==> config.mk <==
export PLATFORM = sky130hd
export DESIGN_NAME = gic_capture_ctrl
export DESIGN_NICKNAME = d
export VERILOG_FILES = /design/src/verilog/gic_pkg.sv /design/src/verilog/gic_capture_ctrl.sv
export SDC_FILE = /design/constraint.sdc
export NUM_CORES = 1
export LEC_CHECK = 0
export ABC_AREA = 1
export BUFFER_PORTS_ARGS = -buffer_cell sky130_fd_sc_hd__buf_2
export CORE_ASPECT_RATIO = 0.9
export CORE_MARGIN = 2
export CORE_UTILIZATION = 28
export CTS_CLUSTER_SIZE = 12
export DETAILED_ROUTE_END_ITERATION = 8
export GPL_TIMING_DRIVEN = 0
export PLACE_DENSITY_LB_ADDON = 0.15
export SLEW_MARGIN = 25
export SYNTH_ARGS = -nofsm -noshare
export SYNTH_HDL_FRONTEND = slang
export SYNTH_SLANG_ARGS = --single-unit
==> constraint.sdc <==
create_clock -name clk_sys -period 3.2 [get_ports clk_sys]
set_input_delay 0.64 -clock clk_sys [delete_from_list [all_inputs] [get_ports clk_sys]]
set_output_delay 0.64 -clock clk_sys [all_outputs]
set_load 0.03 [all_outputs]
==> src/verilog/gic_pkg.sv <==
// Notes on behaviour
// [RL1] Edge mode: each period is gate length samples, then spacing samples of gap.
// [RL2] Edge mode stores gate samples until the total count is reached, then stops.
// [RL3] Level mode stores only the samples taken while the gate input is high.
// [RL4] With the IF power source the gate is high while power exceeds threshold.
// [RL5] A programmable number of samples before the trigger is kept in the capture.
// [RL6] Pretrigger samples are kept for every trigger source except free run.
// [RL7] Gating off means ungated capture; gating on applies edge or level gating.
// [RL8] Software picks I/Q mode and external or IF power trigger before enabling.
// [RL9] Period spacing in samples, at least 1, resets to 1.
// [RL10] Gate length in samples, at least 1, resets to 100.
// [RL11] Period count is clamped to 1..1023 and resets to 1.
// [RL12] Gate mode is level or edge; edge after reset.
// [RL13] Level mode with the IF power trigger ignores the trigger holdoff.
// [RL14] Gating only applies while acquisition bandwidth is 28 MHz or less.
// [RL15] Lengths count sample cycles; edge mode ends after the last period.
// [RL16] Triggers are ignored during a sequence; re-arm after it ends or aborts.
`default_nettype none
package gic_pkg;
    // ----------------------------------------
    // Register map
    // ----------------------------------------
    localparam logic [7:0] OFS_CTRL    = 8'h00;
    localparam logic [7:0] OFS_SPACING = 8'h04;
    localparam logic [7:0] OFS_LENGTH  = 8'h08;
    localparam logic [7:0] OFS_PERIODS = 8'h0C;
    localparam logic [7:0] OFS_PRETRIG = 8'h10;
    localparam logic [7:0] OFS_TOTAL   = 8'h14;
    localparam logic [7:0] OFS_THRESH  = 8'h18;
    localparam logic [7:0] OFS_HOLDOFF = 8'h1C;
    localparam logic [7:0] OFS_BW      = 8'h20;
    localparam logic [7:0] OFS_STATUS  = 8'h24;
    localparam logic [7:0] OFS_STORED  = 8'h28;
    localparam int CTRL_EN    = 0;
    localparam int CTRL_LEVEL = 1;
    localparam int CTRL_SRC   = 2;
    localparam int CTRL_START = 4;
    // ----------------------------------------
    // Reset values and limits
    // ----------------------------------------
    localparam logic [31:0] RST_SPACING = 32'h0000_0001;
    localparam logic [31:0] RST_LENGTH  = 32'h0000_0064;
    localparam logic [9:0]  RST_PERIODS = 10'h001;
    localparam logic [9:0]  PERIODS_MAX = 10'h3FF;
    localparam logic [31:0] RST_TOTAL   = 32'h0000_0400;
    localparam logic [7:0]  BW_GATE_MAX = 8'h1C;
    localparam int          DLY_DEPTH   = 16;
    typedef enum logic [3:0] {
        ST_IDLE = 4'h1,
        ST_GATE = 4'h2,
        ST_GAP  = 4'h4,
        ST_LVL  = 4'h8
    } gic_state_t;
    typedef enum logic [1:0] {
        SRC_FREE = 2'h0,
        SRC_EXT  = 2'h1,
        SRC_IFP  = 2'h2
    } gic_src_t;
    typedef struct packed {
        logic [15:0] i;
        logic [15:0] q;
    } gic_sample_t;
    typedef struct packed {
        logic        valid;
        gic_sample_t data;
    } gic_stream_t;
endpackage
`default_nettype wire

==> src/verilog/gic_capture_ctrl.sv <==
// Design decisions made here: register access over AHB-Lite and the placing of the registers.
`default_nettype none
module gic_capture_ctrl (
    input  wire logic                clk_sys,
    input  wire logic                resetn,
    input  wire logic                hsel,
    input  wire logic [31:0]         haddr,
    input  wire logic [1:0]          htrans,
    input  wire logic                hwrite,
    input  wire logic [2:0]          hsize,
    input  wire logic [31:0]         hwdata,
    input  wire logic                hready,
    output logic                     hreadyout,
    output logic                     hresp,
    output logic [31:0]              hrdata,
    input  wire gic_pkg::gic_stream_t in_s,
    input  wire logic                ext_trig,
    input  wire logic                ext_gate,
    input  wire logic [15:0]         if_power,
    output gic_pkg::gic_stream_t     out_s,
    output logic                     busy
);
    localparam int DLY = gic_pkg::DLY_DEPTH;

    // ----------------------------------------
    // Bus slave
    // ----------------------------------------
    logic        wr_pend_r;
    logic [7:0]  wr_addr_r;
    logic [31:0] hrdata_r;
    logic [31:0] rdata_nxt;
    wire         bus_take = hsel && hready && htrans[1];
    wire         rd_take  = bus_take && !hwrite;
    wire         wr_take  = bus_take && hwrite;

    function automatic logic wr_hit(input logic [7:0] ofs);
        wr_hit = wr_pend_r && (wr_addr_r == ofs);
    endfunction

    function automatic logic [31:0] min1(input logic [31:0] v);
        min1 = (v == 32'h0) ? 32'h1 : v;
    endfunction

    assign hreadyout = 1'b1;
    assign hresp     = 1'b0;
    assign hrdata    = hrdata_r;

    always_ff @(posedge clk_sys or negedge resetn) begin
        if (!resetn) begin
            wr_pend_r <= 1'b0;
            wr_addr_r <= 8'h00;
        end else begin
            wr_pend_r <= wr_take;
            wr_addr_r <= haddr[7:0];
        end
    end

    // ----------------------------------------
    // Configuration registers
    // ----------------------------------------
    logic        en_r;
    logic        lvl_r;
    logic [1:0]  src_r;
    logic [31:0] spacing_r;
    logic [31:0] length_r;
    logic [9:0]  periods_r;
    logic [3:0]  pretrig_r;
    logic [31:0] total_r;
    logic [15:0] thr_r;
    logic [15:0] holdoff_r;
    logic [7:0]  bw_r;
    wire         start_wr = wr_hit(gic_pkg::OFS_CTRL)
                            && hwdata[gic_pkg::CTRL_START];
    wire  [9:0]  per_wr   = (hwdata[31:10] != 22'h0)
                            ? gic_pkg::PERIODS_MAX
                            : ((hwdata[9:0] == 10'h0) ? 10'h1 : hwdata[9:0]);

    always_ff @(posedge clk_sys or negedge resetn) begin
        if (!resetn) begin
            en_r      <= 1'b0;
            lvl_r     <= 1'b0; // RL12
            src_r     <= 2'h0;
            spacing_r <= gic_pkg::RST_SPACING;
            length_r  <= gic_pkg::RST_LENGTH;
            periods_r <= gic_pkg::RST_PERIODS;
            pretrig_r <= 4'h0;
            total_r   <= gic_pkg::RST_TOTAL;
            thr_r     <= 16'h0000;
            holdoff_r <= 16'h0000;
            bw_r      <= 8'h00;
        end else begin
            if (wr_hit(gic_pkg::OFS_CTRL)) begin
                en_r  <= hwdata[gic_pkg::CTRL_EN];
                lvl_r <= hwdata[gic_pkg::CTRL_LEVEL]; // RL12
                src_r <= hwdata[gic_pkg::CTRL_SRC +: 2];
            end
            if (wr_hit(gic_pkg::OFS_SPACING)) begin
                spacing_r <= min1(hwdata); // RL9
            end
            if (wr_hit(gic_pkg::OFS_LENGTH)) begin
                length_r <= min1(hwdata); // RL10
            end
            if (wr_hit(gic_pkg::OFS_PERIODS)) begin
                periods_r <= per_wr; // RL11
            end
            if (wr_hit(gic_pkg::OFS_PRETRIG)) begin
                pretrig_r <= hwdata[3:0]; // RL5
            end
            if (wr_hit(gic_pkg::OFS_TOTAL)) begin
                total_r <= min1(hwdata);
            end
            if (wr_hit(gic_pkg::OFS_THRESH)) begin
                thr_r <= hwdata[15:0];
            end
            if (wr_hit(gic_pkg::OFS_HOLDOFF)) begin
                holdoff_r <= hwdata[15:0];
            end
            if (wr_hit(gic_pkg::OFS_BW)) begin
                bw_r <= hwdata[7:0];
            end
        end
    end

    // ----------------------------------------
    // Trigger and gate sources
    // ----------------------------------------
    gic_pkg::gic_state_t state_r;
    gic_pkg::gic_state_t state_nxt;
    logic        armed_r;
    logic        done_r;
    logic        seq_gated_r;
    logic        ext_d_r;
    logic        ifp_d_r;
    logic [15:0] hold_cnt_r;
    logic [31:0] len_cnt_r;
    logic [31:0] gap_cnt_r;
    logic [9:0]  per_cnt_r;
    logic [31:0] stored_r;

    wire gating_ok  = en_r && (bw_r <= gic_pkg::BW_GATE_MAX); // RL7 RL14
    wire ifp_high   = if_power > thr_r; // RL4
    wire ext_edge   = ext_trig && !ext_d_r;
    wire ifp_edge   = ifp_high && !ifp_d_r;
    wire src_free   = src_r == gic_pkg::SRC_FREE;
    wire src_ifp    = src_r == gic_pkg::SRC_IFP;
    wire gate_lvl   = src_ifp ? ifp_high : ext_gate; // RL4
    wire use_lvl    = gating_ok && lvl_r;
    // Holdoff belongs to the IF power trigger only; other sources pass
    wire hold_block = src_ifp && (hold_cnt_r != 16'h0) && !use_lvl; // RL13
    wire trig_evt   = src_free || (src_r == gic_pkg::SRC_EXT && ext_edge)
                      || (src_ifp && ifp_edge);
    // Only an armed idle controller looks at triggers
    wire trig_take  = in_s.valid && armed_r && (state_r == gic_pkg::ST_IDLE)
                      && !hold_block && trig_evt; // RL16
    wire pre_mark   = trig_take && !src_free; // RL6

    // ----------------------------------------
    // Sequence control
    // ----------------------------------------
    wire [31:0] eff_len  = gating_ok ? length_r : total_r; // RL7
    wire [9:0]  eff_per  = gating_ok ? periods_r : 10'h1;
    wire st_gate    = state_r == gic_pkg::ST_GATE;
    wire st_gap     = state_r == gic_pkg::ST_GAP;
    wire st_lvl     = state_r == gic_pkg::ST_LVL;
    wire keep_live  = in_s.valid && (st_gate || (st_lvl && gate_lvl)); // RL3
    wire last_total = keep_live && (stored_r + 32'h1 == total_r); // RL2
    wire last_len   = st_gate && in_s.valid
                      && (len_cnt_r + 32'h1 == eff_len); // RL1 RL15
    wire last_per   = per_cnt_r + 10'h1 == eff_per; // RL15
    wire last_gap   = st_gap && in_s.valid
                      && (gap_cnt_r + 32'h1 == spacing_r); // RL1
    wire abort      = (state_r != gic_pkg::ST_IDLE) && seq_gated_r
                      && !gating_ok; // RL16
    wire seq_end    = last_total || (last_len && last_per) || abort;

    always_comb begin
        state_nxt = state_r;
        case (state_r)
            gic_pkg::ST_IDLE: begin
                if (trig_take) begin
                    state_nxt = use_lvl ? gic_pkg::ST_LVL : gic_pkg::ST_GATE;
                end
            end
            gic_pkg::ST_GATE: begin
                if (seq_end) begin
                    state_nxt = gic_pkg::ST_IDLE; // RL2 RL15
                end else if (last_len) begin
                    state_nxt = gic_pkg::ST_GAP; // RL1
                end
            end
            gic_pkg::ST_GAP: begin
                if (seq_end) begin
                    state_nxt = gic_pkg::ST_IDLE;
                end else if (last_gap) begin
                    state_nxt = gic_pkg::ST_GATE; // RL1
                end
            end
            gic_pkg::ST_LVL: begin
                if (seq_end) begin
                    state_nxt = gic_pkg::ST_IDLE;
                end
            end
            default: state_nxt = gic_pkg::ST_IDLE;
        endcase
    end

    always_ff @(posedge clk_sys or negedge resetn) begin
        if (!resetn) begin
            state_r     <= gic_pkg::ST_IDLE;
            seq_gated_r <= 1'b0;
            ext_d_r     <= 1'b0;
            ifp_d_r     <= 1'b0;
        end else begin
            state_r     <= state_nxt;
            seq_gated_r <= trig_take ? gating_ok : seq_gated_r;
            ext_d_r     <= ext_trig;
            ifp_d_r     <= ifp_high;
        end
    end

    // Set of done wins over the clear by a start write
    always_ff @(posedge clk_sys or negedge resetn) begin
        if (!resetn) begin
            armed_r <= 1'b0;
            done_r  <= 1'b0;
        end else begin
            armed_r <= !trig_take && (armed_r || (start_wr && !busy));
            done_r  <= (seq_end && busy) || (done_r && !start_wr);
        end
    end

    // IF power holdoff blocks new triggers unless level gating is in use
    always_ff @(posedge clk_sys or negedge resetn) begin
        if (!resetn) begin
            hold_cnt_r <= 16'h0000;
        end else if (seq_end && busy && src_ifp) begin
            hold_cnt_r <= holdoff_r;
        end else if (in_s.valid && hold_cnt_r != 16'h0) begin
            hold_cnt_r <= hold_cnt_r - 16'h1;
        end
    end

    // Counters run in sample cycles
    always_ff @(posedge clk_sys or negedge resetn) begin
        if (!resetn) begin
            len_cnt_r <= 32'h0;
            gap_cnt_r <= 32'h0;
            per_cnt_r <= 10'h0;
            stored_r  <= 32'h0;
        end else begin
            if (trig_take || last_gap) begin
                len_cnt_r <= 32'h0;
            end else if (st_gate && in_s.valid) begin
                len_cnt_r <= len_cnt_r + 32'h1; // RL15
            end
            if (last_len) begin
                gap_cnt_r <= 32'h0;
            end else if (st_gap && in_s.valid) begin
                gap_cnt_r <= gap_cnt_r + 32'h1; // RL15
            end
            if (trig_take) begin
                per_cnt_r <= 10'h0;
            end else if (last_gap) begin
                per_cnt_r <= per_cnt_r + 10'h1;
            end
            if (trig_take) begin
                stored_r <= 32'h0;
            end else if (keep_live) begin
                stored_r <= stored_r + 32'h1; // RL2
            end
        end
    end

    assign busy = state_r != gic_pkg::ST_IDLE;

    always_comb begin
        case (haddr[7:0])
            gic_pkg::OFS_CTRL:    rdata_nxt = {27'h0, 1'b0, src_r, lvl_r, en_r};
            gic_pkg::OFS_SPACING: rdata_nxt = spacing_r;
            gic_pkg::OFS_LENGTH:  rdata_nxt = length_r;
            gic_pkg::OFS_PERIODS: rdata_nxt = {22'h0, periods_r};
            gic_pkg::OFS_PRETRIG: rdata_nxt = {28'h0, pretrig_r};
            gic_pkg::OFS_TOTAL:   rdata_nxt = total_r;
            gic_pkg::OFS_THRESH:  rdata_nxt = {16'h0, thr_r};
            gic_pkg::OFS_HOLDOFF: rdata_nxt = {16'h0, holdoff_r};
            gic_pkg::OFS_BW:      rdata_nxt = {24'h0, bw_r};
            gic_pkg::OFS_STATUS:  rdata_nxt = {29'h0, armed_r, done_r, busy};
            gic_pkg::OFS_STORED:  rdata_nxt = stored_r;
            default:              rdata_nxt = 32'h0;
        endcase
    end

    always_ff @(posedge clk_sys or negedge resetn) begin
        if (!resetn) begin
            hrdata_r <= 32'h0;
        end else if (rd_take) begin
            hrdata_r <= rdata_nxt;
        end
    end

    // ----------------------------------------
    // Pretrigger delay line
    // ----------------------------------------
    // Fixed depth trades latency for keeping up to DLY-1 early samples
    gic_pkg::gic_sample_t dl_r [DLY];
    logic                 kp_r [DLY];
    genvar g;
    generate
        for (g = 0; g < DLY; g++) begin : g_dly
            if (g == 0) begin : g_head
                always_ff @(posedge clk_sys or negedge resetn) begin
                    if (!resetn) begin
                        dl_r[0] <= '0;
                        kp_r[0] <= 1'b0;
                    end else if (in_s.valid) begin
                        dl_r[0] <= in_s.data;
                        kp_r[0] <= keep_live;
                    end
                end
            end else begin : g_tail
                wire mark = pre_mark && (4'(g) <= pretrig_r); // RL5 RL6
                always_ff @(posedge clk_sys or negedge resetn) begin
                    if (!resetn) begin
                        dl_r[g] <= '0;
                        kp_r[g] <= 1'b0;
                    end else if (in_s.valid) begin
                        dl_r[g] <= dl_r[g-1];
                        kp_r[g] <= kp_r[g-1] | mark;
                    end
                end
            end
        end
    endgenerate

    always_ff @(posedge clk_sys or negedge resetn) begin
        if (!resetn) begin
            out_s <= '0;
        end else begin
            out_s.valid <= in_s.valid && kp_r[DLY-1];
            out_s.data  <= dl_r[DLY-1];
        end
    end
endmodule
`default_nettype wire

## Word level (Yosys, flattened, before mapping)

Cells that the tools add are included.

| word-level totals | value |
|---|---|
| register bits | 887 |
| output and inout port bits | 68 |

| operators by class | value |
|---|---|
| add/sub/neg operators | 5 |
| magnitude comparators | 17 |
| eq/ne operators | 33 |
| muxes and demuxes | 25 |
| bitwise operators | 15 |
| reduce and logical (&&, ||, !) cells | 90 |

Operators by type and width:

| kind | count |
|---|---|
| $pmux W32 S11 | 1 |
| $mux W32 | 8 |
| $add A32 B1 Y32 const B | 3 |
| $eq A32 B32 Y1 | 3 |
| $eq A8 B5 Y1 const B | 8 |
| $logic_and A1 B1 Y1 | 59 |
| $mux W10 | 5 |
| $eq A8 B4 Y1 const B | 4 |
| $eq A8 B6 Y1 const B | 4 |
| $le A4 B4 Y1 const A | 8 |
| $logic_not A32 Y1 | 1 |
| $mux W16 | 2 |
| $mux W4 | 7 |
| $reduce_bool A22 Y1 | 1 |
| $eq A8 B3 Y1 const B | 2 |
| $gt A16 B16 Y1 | 1 |
| $le A3 B4 Y1 const A | 4 |
| $logic_not A8 Y1 | 2 |
| $pmux W4 S4 | 1 |
| $reduce_bool A16 Y1 | 1 |
| $sub A16 B1 Y16 const B | 1 |
| $or A1 B1 Y1 | 15 |
| $add A10 B1 Y10 const B | 1 |
| $eq A10 B10 Y1 | 1 |
| 20 further kinds | 42 |

## Longest topological paths before layout

Gate-level depths: netlist (run 1).

| logic depth | value |
|---|---|
| depth in word-level cells | 11 |
| gate-level depth with buffers | 22 |
| depth with buffers taken out | 22 |

## Worst setup path after synthesis (run 1)

OpenSTA, ideal clock, no wires.

| path | value |
|---|---|
| kind | input -> register |
| start point | input port if_power[1] |
| end point | register kp_r[5] (netlist bit) |
| setup time | 0.077 ns |
| data arrival time | 2.481 ns |
| required time | 3.123 ns |
| setup slack | 0.642 ns |
| stages | 19 |
| cells stage by stage | ha_1 inv_1 o21bai_1 nand2_1 nand2_1 nand2_1 nand2_1 nand2_1 nand2_1 nand2_1 nor2_1 nand2_1 o311ai_0 nand2_1 nor2_2 inv_1 nor2_1 o21ai_0 a21oi_1 |

| on the way | value |
|---|---|
| cells in the longest elaborated chain, start to end | 8 |

RTL lines:

| what | line | source |
|---|---|---|
| from (decl) | gic_capture_ctrl.sv:19 | `input wire logic [15:0] if_power,` |
| $gt A16 B16 Y1 | gic_capture_ctrl.sv:141 | `wire ifp_high = if_power > thr_r;` |
| $logic_and A1 B1 Y1 | gic_capture_ctrl.sv:143 | `wire ifp_edge = ifp_high && !ifp_d_r;` |
| $logic_and A1 B1 Y1 | gic_capture_ctrl.sv:151 | `\|\| (src_ifp && ifp_edge);` |
| $logic_or A1 B1 Y1 | gic_capture_ctrl.sv:151 |  |
| $logic_and A1 B1 Y1 | gic_capture_ctrl.sv:154 | `&& !hold_block && trig_evt;` |
| $logic_and A1 B1 Y1 | gic_capture_ctrl.sv:155 | `wire pre_mark = trig_take && !src_free;` |
| $logic_and A1 B1 Y1 | gic_capture_ctrl.sv:321 | `wire mark = pre_mark && (4'(g) <= pretrig_r);` |
| $or A1 B1 Y1 | gic_capture_ctrl.sv:328 | `kp_r[g] <= kp_r[g-1] \| mark;` |
| to (signal, indexed assignment) | gic_capture_ctrl.sv:328 |  |
| to (decl) | gic_capture_ctrl.sv:306 | `logic kp_r [DLY];` |

Every way passes these cells.
A chain may end at the register's enable or synchronous reset.

## Worst setup path in the final report (run 1)

| path | value |
|---|---|
| start point | register state_r[0] |
| end point | output port busy |

| on the way | value |
|---|---|
| cells in the longest elaborated chain, start to end | 1 |

RTL lines:

| what | line | source |
|---|---|---|
| from (decl) | gic_capture_ctrl.sv:127 | `gic_pkg::gic_state_t state_r;` |
| from (signal assigned) | gic_capture_ctrl.sv:209 | `state_r <= gic_pkg::ST_IDLE;` |
| from (signal assigned) | gic_capture_ctrl.sv:214 | `state_r <= state_nxt;` |
| $ne A4 B1 Y1 | gic_capture_ctrl.sv:274 | `assign busy = state_r != gic_pkg::ST_IDLE;` |
| to (decl) | gic_capture_ctrl.sv:21 | `output logic busy` |

Every way passes these cells.

==> results by group, run 1 <==
Power
  – LEAKAGE: ~25 nW
  – NetSw: ~10 mW
  – Power share of the clock group: 0.375
  – Pwr Density: 675 nW/µm²
  – Switch share: 0.321
  – Design Power: between 30 and 40 mW
  – Int Pwr: between 20 and 25 mW
  – Seq pwr share: 0.438
  – Max VDD drop: 0.461 mV
  – Comb pwr share: 0.187

Synthesis
  – Syn Nets: around 5.3k
  – Ys async rst share: 1.00
  – Synthesized area: ~41,000 µm²
  – Simple-gate share of the synthesized area: 0.303
  – Post-Syn Instances: 5,123
  – Yosys Warn Count: 0
  – Post-Synth Adder-Cell Area: 0.00647
  – Post-synthesis sequential area ratio: 0.547
  – Largest family of logic cells by synthesized area: simple AND/OR/NAND/NOR gates
  – EDFF count, synth: 0
  – Synth Area in Compound Gates: 0.0744
  – Syn Area/Cell: between 7 and 8 µm²
  – Mux contribution to synthesized area: 0
  – Synth Flop Type: dfrtp_1
  – #FFs+latches synth: between 800 and 900
  – Xor/xnor share of the synthesized area: 0.0122
  – Post-synthesis cell type count: 57

Layout
  – Most frequent cells in the layout: nand2_1 (2,361), dfrtp_1 (877), inv_1 (385)
  – Final #Nets: between 5k and 6k
  – Final Cell Area: a little under 50,000 µm²
  – Synth-to-Final Area Change: 19.0%
  – Most common cell after layout, fill and taps aside: nand2_1
  – Fraction of layout cells with a size suffix above 1: 0.0964

Job
  – Max_cap viols: 0

Global routing
  – Vias in the first global route: roughly 33k
  – Largest net degree at the start of global routing: 123
  – Global Route Usage Sum: 0.182
  – First-pass GRT wire length: slightly above 200,000 µm
  – Remaining global-route overflow: 0
  – Initial antenna violation count: 6

Timing
  – Clock skew: 0.0609 ns
  – Final hold vios: 0
  – Slew margin rel.: 0.328
  – Setup ws final: 0.150 ns
  – Slew Viols, Final: 0
  – Final min period: slightly above 3 ns
  – TNS Setup: 0 ns
  – Final Cycle Share: 0.953
  – Worst-margin pin slew: between 1 and 1.5 ns
  – # setup viols final: 0
  – Max Freq: roughly 330 MHz
  – WHS: slightly above 0.06 ns

Critical path
  – Worst path most repeated cell: inv_1
  – R2R depth: 19
  – Worst r2r src: bw_r[6]$_DFFE_PN0P_
  – Peak fanout along the critical path: 6
  – Worst setup EP type: primary output
  – Critical Path Stages: 4
  – Origin of the worst setup path: state_r[0]$_DFFE_PN1P_
  – R2R Setup Slk: 0.17 ns
  – Buffers & Inverters on Critical Path: 3
  – Family with the most delay on the worst path: buffers and inverters
  – CP endpoint: busy
  – Reg-to-Reg End: hold_cnt_r[0]$_DFFE_PN0P_
  – Worst Setup Start Kind: register
  – Critical Path AT: 2.41 ns
  – Critical-path cell list: inv_1 -> nor3_1 -> inv_1 -> buf_2
  – Largest stage delay on the critical path: about 0.53 ns
  – Crit Path Class: register to primary output
  – Crit path max-delay cell type: dfstp_2
  – Worst EP required: between 2 and 3 ns

Clock network
  – Clk slew on worst S/H paths: 0.06 ns
  – CTS Buffer Depth: 3
  – CTS Root Cell: clkbuf_16
  – Clk Latency, worst-skew pair: slightly above 0.7 ns
  – TritonCTS clock tree: yes
  – Number of H-tree levels: 3
  – CTS buffer count: approximately 100
  – # clock sinks: a little under 900

Floorplanning
  – Initial Util: 0.282
  – Num rows: 132
  – Core area: between 100,000 and 150,000 µm²
  – Die height: approximately 370 µm
  – Die X: approximately 410 µm
  – DIE AREA: between 100,000 and 150,000 µm²
  – I/O pin count: about 190

Placement
  – Post-DP Area: roughly 44,000 µm²
  – Place WS: -0.929 ns
  – Final HPWL DP: around 100,000 µm
  – GPL Wtd Cong: roughly 0.95
  – Port buffer count: 161

Route
  – # DRC: 0
  – DRT iter0 DRCs: between 2k and 3k
  – Routed wire length: around 130,000 µm
  – Via/cell ratio: ~4.6
  – Avg WL per Cell: around 18 µm
  – Vias: ~34k
  – Post-route ant nets: 0
  – Drt first pass iters: 5

Run status
  – Status: finished, final reports clean

Hold path
  – Hold path start: haddr[3]
  – HP Class: input pin to register
worst register-to-register path: cells and delay by family (launching register included):
| kind | cells | cell delay, ns |
|---|---|---|
| compound gates | 2 | 0.42 |
| simple gates | 11 | 1.40 |
| buf+inv | 6 | 0.74 |
| flops | 1 | 0.39 |
logic make-up after synthesis:
logic type,after synthesis
AOI/OAI and AO/OA,526
xor gates and xnor gates,52
adders and majority gates,21
buffers and inverters,597
DFF,887
other,2
and+or+nand+nor,3038
what timing repair did:
| item | in CTS | in global routing |
|---|---|---|
| hold endpoints to repair | 83 | 0 |
| hold buffers | 6 | 0 |
| setup buffers | 3 | 21 |
| pin swaps | 2 | 14 |
| resized for setup | 32 | 69 |
| cloned | 0 | 2 |
| setup endpoints to repair | 140 | 255 |
layout make-up:
| type | instances | area [µm²] |
|---|---|---|
| multi-input cells | 3640 | 16400 |
| fillers | 15500 | 95700 |
| flip-flops and latches | 887 | 22200 |
| repair buffers | 201 | 1370 |
| plain buffers | 205 | 895 |
| inverters | 392 | 1470 |
| diodes | 2 | 5.00 |
| clock inverters | 35 | 510 |
| well taps | 1943 | 2430 |
| clock buffers | 150 | 3020 |
synth_stat cells (24+ instances only):
| master | instances | share of area |
|---|---|---|
| nor2_1 | 262 | 0.024 |
| dfrtp_1 | 880 | 0.54 |
| nor3_1 | 24 | 0.0030 |
| nand3_1 | 253 | 0.031 |
| o21ai_1 | 29 | 0.0036 |
| inv_1 | 386 | 0.036 |
| xor2_1 | 41 | 0.0088 |
| nand2_1 | 2372 | 0.22 |
| clkbuf_1 | 175 | 0.016 |
| a21oi_1 | 25 | 0.0031 |
| o22ai_1 | 90 | 0.014 |
| o21ai_0 | 310 | 0.038 |
| nand4_1 | 34 | 0.0052 |
per-layer routing:
metal  track usage  wire length (µm)  part of all wire  vias to the layer above
met5             0                 0                 0                        -
met4        0.0512              3430             0.025                        0
met3        0.0297              7650             0.057                      174
met2         0.264             55700              0.41                      842
met1         0.277             67800              0.50                    16200
li1              -                 -                 -                    16800
metrics by stage:
step	std cells	utilization
6_report	7455	0.336
5_1_grt	7453	0.336
4_1_cts	7430	0.332
3_5_place_dp	7236	0.306
3_3_place_gp	7227	0.305
2_1_floorplan	5123	-
power groups by stage:
stage | logic [mW] | clock network, mW | registers, mW
3_5_place_dp | 5.90 | 0 | 14.4
4_1_cts | 5.95 | 12.6 | 14.3
6_report | 6.11 | 12.2 | 14.3
3_3_place_gp | 5.80 | 0 | 14.4
2_1_floorplan | 4.03 | 0 | 14.2
5_1_grt | 7.02 | 13.1 | 14.5
flip-flops by register name, summed over array words and instances (netlist names), 16 cells and up:
register    flops
gap_cnt_r      32
length_r       32
stored_r       32
total_r        32
thr_r          16
hrdata         32
holdoff_r      16
kp_r           16
dl_r          512
out_s          33
spacing_r      32
len_cnt_r      32
hold_cnt_r     16
worst min-delay path by stage:
stage                              to  cells after the start
6_report       wr_addr_r[3]$_DFF_PN0_                      1
5_1_grt        wr_addr_r[3]$_DFF_PN0_                      1
4_1_cts        wr_addr_r[3]$_DFF_PN0_                      1
3_5_place_dp       out_s[9]$_DFF_PN0_                      0
3_3_place_gp       out_s[4]$_DFF_PN0_                      0
2_1_floorplan       armed_r$_DFF_PN0_                      0
No activity file was read; power rests on OpenSTA's default activity.
==> inputs of run 2 (changes only) <==
CORE_MARGIN = 1   (was 2)
GPL_TIMING_DRIVEN = not set   (was 0)
clock period = 2.8 ns   (was 3.2 ns; I/O delays follow)
==> run 2 against run 1 <==
  * The flow now finishes with violations (setup timing)
  * Utilization up 2.9 points
  * Via count up 2.3%
  * Sequential share of layout area down 3.7 points
  * Critical endpoint is now len_cnt_r[25]$_DFFE_PN0P_
  * Final cell count up 3.6%
  * Critical path depth up 17
  * Count of clock-buffer cells in the layout up 3
  * Design area up 8.7%
  * Largest cell class unchanged
  * Largest power group unchanged
  * Flip-flop and latch count unchanged
  * Worst hold slack worse by 0.0072 ns
  * Routed wire length up 1.8%
  * Register-to-register slack worse by 0.40 ns
  * Critical path type is now register to register
==> results by group, run 2 (synthesis results as in run 1) <==
Run status
  – Status: finished, violations left
  – Failing checks: setup timing

Critical path
  – Reg-to-Reg End: len_cnt_r[25]$_DFFE_PN0P_
  – Worst r2r src: gap_cnt_r[1]$_DFFE_PN0P_
  – Crit Path Class: register to register
  – Worst setup EP type: register
  – Critical Path AT: 3.61 ns (+1.20 ns)
  – R2R Setup Slk: -0.23 ns (-0.40 ns)
  – R2R depth: 21 (+2)
  – Peak fanout along the critical path: 8 (+2)
  – Worst EP required: 3.38 ns (+0.82 ns)
  – Worst Setup Start Kind: register

Layout
  – Largest registers: dl_r (512), out_s (33)
  – Antenna Cells: 0 (-2)
  – Post-layout util: 0.365 (+0.0291)
  – Number of flip-flops under the largest register name: 512 (unchanged)
  – Final Cell Area: 52,500 µm² (+8.7%)
  – Most common cell after layout, fill and taps aside: nand2_1
  – Synth-to-Final Area Change: 29.3%
  – FILL cells: 15.2k (-2.0%)
  – Fraction of layout cells with a size suffix above 1: 0.194 (+0.0976)
  – Final #Nets: 5,849 (+4.9%)
  – Biggest register: dl_r
  – Non-Filler Instances: 7,727 (+3.6%)
  – Most frequent cells in the layout: nand2_1 (2,325), dfrtp_1 (877), buf_4 (397)

Timing
  – Setup ws final: -0.235 ns (-0.385 ns)
  – Worst-margin pin slew: 0.967 ns (-0.0403 ns)
  – Max Freq: 330 MHz
  – Final min period: approximately 3.0 ns
  – # setup viols final: 81 (+81)
  – Slew margin rel.: 0.355 (+0.0269)
  – RSZ-0062 raised after global routing: yes
  – Slew Viols, Final: 0 (unchanged)
  – Final hold vios: 0 (unchanged)
  – Clock skew: 0.0471 ns (-0.0138 ns)
  – Final Cycle Share: 1.08

Global routing
  – Vias in the first global route: 33.3k (+0.29%)
  – Initial antenna violation count: 2 (-4)
  – First-pass GRT wire length: 209,000 µm (+0.61%)
  – GRT busiest layer: met1
  – Met1 Usage GRT: 0.290 (+0.0126)
  – Remaining global-route overflow: 0 (unchanged)
  – Global Route Usage Sum: 0.185 (+0.00243)
  – Largest net degree at the start of global routing: 193 (+57%)
  – Met2 Resource Use GR: 0.258 (-0.00656)
  – Global-route met3 utilization: 0.0306 (+0.000839)

Placement
  – GPL Wtd Cong: 0.922 (-2.6%)
  – Final HPWL DP: 97,400 µm (-4.0%)
  – Post-DP Area: 46,800 µm² (+6.0%)
  – Placed cells: 7,456 (+3.0%)
  – Port buffer count: 162 (+0.62%)

Clock network
  – TritonCTS clock tree: yes
  – Number of H-tree levels: 3 (unchanged)
  – # clock sinks: 887 (unchanged)
  – Clk Latency, worst-skew pair: 0.74 ns (+0.02 ns)
  – CTS Buffer Depth: 3 (unchanged)
  – CTS Root Cell: clkbuf_16
  – Clk slew on worst S/H paths: 0.06 ns (about the same)
  – CTS buffer count: 104 (+2.0%)

Hold path
  – Worst Hold Path Cells: 3 (+2)
  – HP Class: input pin to register
  – Hold worst-path end: dl_r[489]$_DFFE_PN0P_
  – Hold path start: in_s[9]

Power
  – Max VDD drop: 0.506 mV (+9.9%)
  – Pwr Density: 758 nW/µm² (+12%)
  – LEAKAGE: 27.7 nW (+8.8%)

Job
  – Max_cap viols: 0 (unchanged)

Floorplanning
  – Initial Util: 0.282 (unchanged)
  – Die height: 363 µm (-0.55%)
  – Num rows: 132 (unchanged)
  – Core area: 144,000 µm² (unchanged)
  – Die X: 404 µm (-0.49%)
  – DIE AREA: 147,000 µm² (-1.0%)
  – I/O pin count: 193 (unchanged)

Route
  – Post-route ant nets: 0 (unchanged)
  – Avg WL per Cell: 17.7 µm (-1.8%)
  – Vias: 34.9k (+2.3%)
  – # DRC: 0 (unchanged)
  – DRT iter0 DRCs: 2,674 (-10%)
  – Drt first pass iters: 6 (+1)
  – Via/cell ratio: 4.51 (-1.3%)
  – Routed wire length: 137,000 µm (+1.8%)
run 2: worst max-delay path by stage:
| stage | from | endpoint | depth (start not counted) |
|---|---|---|---|
| after floorplan | if_power[1] | kp_r[5]$_DFFE_PN0P_ | 19 |
| after global placement | gap_cnt_r[8]$_DFFE_PN0P_ | len_cnt_r[14]$_DFFE_PN0P_ | 21 |
| after detailed placement | gap_cnt_r[8]$_DFFE_PN0P_ | len_cnt_r[21]$_DFFE_PN0P_ | 21 |
| after CTS | gap_cnt_r[0]$_DFFE_PN0P_ | len_cnt_r[26]$_DFFE_PN0P_ | 21 |
| after global routing | gap_cnt_r[1]$_DFFE_PN0P_ | len_cnt_r[25]$_DFFE_PN0P_ | 21 |
| final | gap_cnt_r[1]$_DFFE_PN0P_ | len_cnt_r[25]$_DFFE_PN0P_ | 21 |
run 2: layout make-up:
type	instances	area (µm²)	area share
clock buffers	153	3090	0.0588
repair buffers	673	5560	0.106
multi-input cells	3645	17300	0.330
well taps	1943	2430	0.0463
flip-flops and latches	887	22200	0.423
inverters	392	1490	0.0283
clock inverters	34	428	0.00815
run 2: power breakdown:
part | total, mW | internal (mW) | switching (mW)
clock | 13.9 | 8.19 | 5.70
sequential | 16.2 | 14.8 | 1.42
combinational | 9.74 | 4.06 | 5.68
total | 39.8 | 27.0 | 12.8
run 2: routing by layer:
metal  part of all wire  routed length (µm)
met5           0.000080                  11
met4              0.023                3210
met3              0.049                6720
met2               0.40               55500
met1               0.52               71600
run 2: per-stage QoR:
step                total power [mW]  setup slack, ns  hold WS [ns]  TNS, ns
floorplan                       20.8            0.322         0.264        0
global placement                25.0           -0.511         0.363   -47.83
detailed placement              25.1           -0.498         0.360   -46.44
CTS                             39.6           -0.164       0.00108    -4.53
global route                    42.1           -0.335        0.0241   -22.12
finish                          39.8           -0.235        0.0537   -10.25
run 2: critical path, stage by stage (launching register included):
cell,delay [ns]
dfrtp_1,0.40
ha_4,0.16
nand2_4,0.07
nor2_4,0.18
nand2_4,0.12
nor2_4,0.20
buf_6,0.13
nand2_2,0.05
nand2_2,0.08
nand2_2,0.05
nand2_1,0.05
nand2_1,0.06
nor2_2,0.11
nand2_1,0.08
nor2_2,0.11
buf_6,0.12
nand3_2,0.06
buf_6,0.14
o21ai_4,0.15
or2_4,0.27
clkbuf_16,0.21
o22ai_2,0.06
run 2: what timing repair did:
action | in CTS | in global routing
pin swaps | 25 | 68
resized for setup | 93 | 255
hold buffers | 33 | 0
endpoints found under the setup margin | 140 | 149
cloned | 4 | 10
hold endpoints to repair | 48 | 0
buffers inserted | 17 | 22
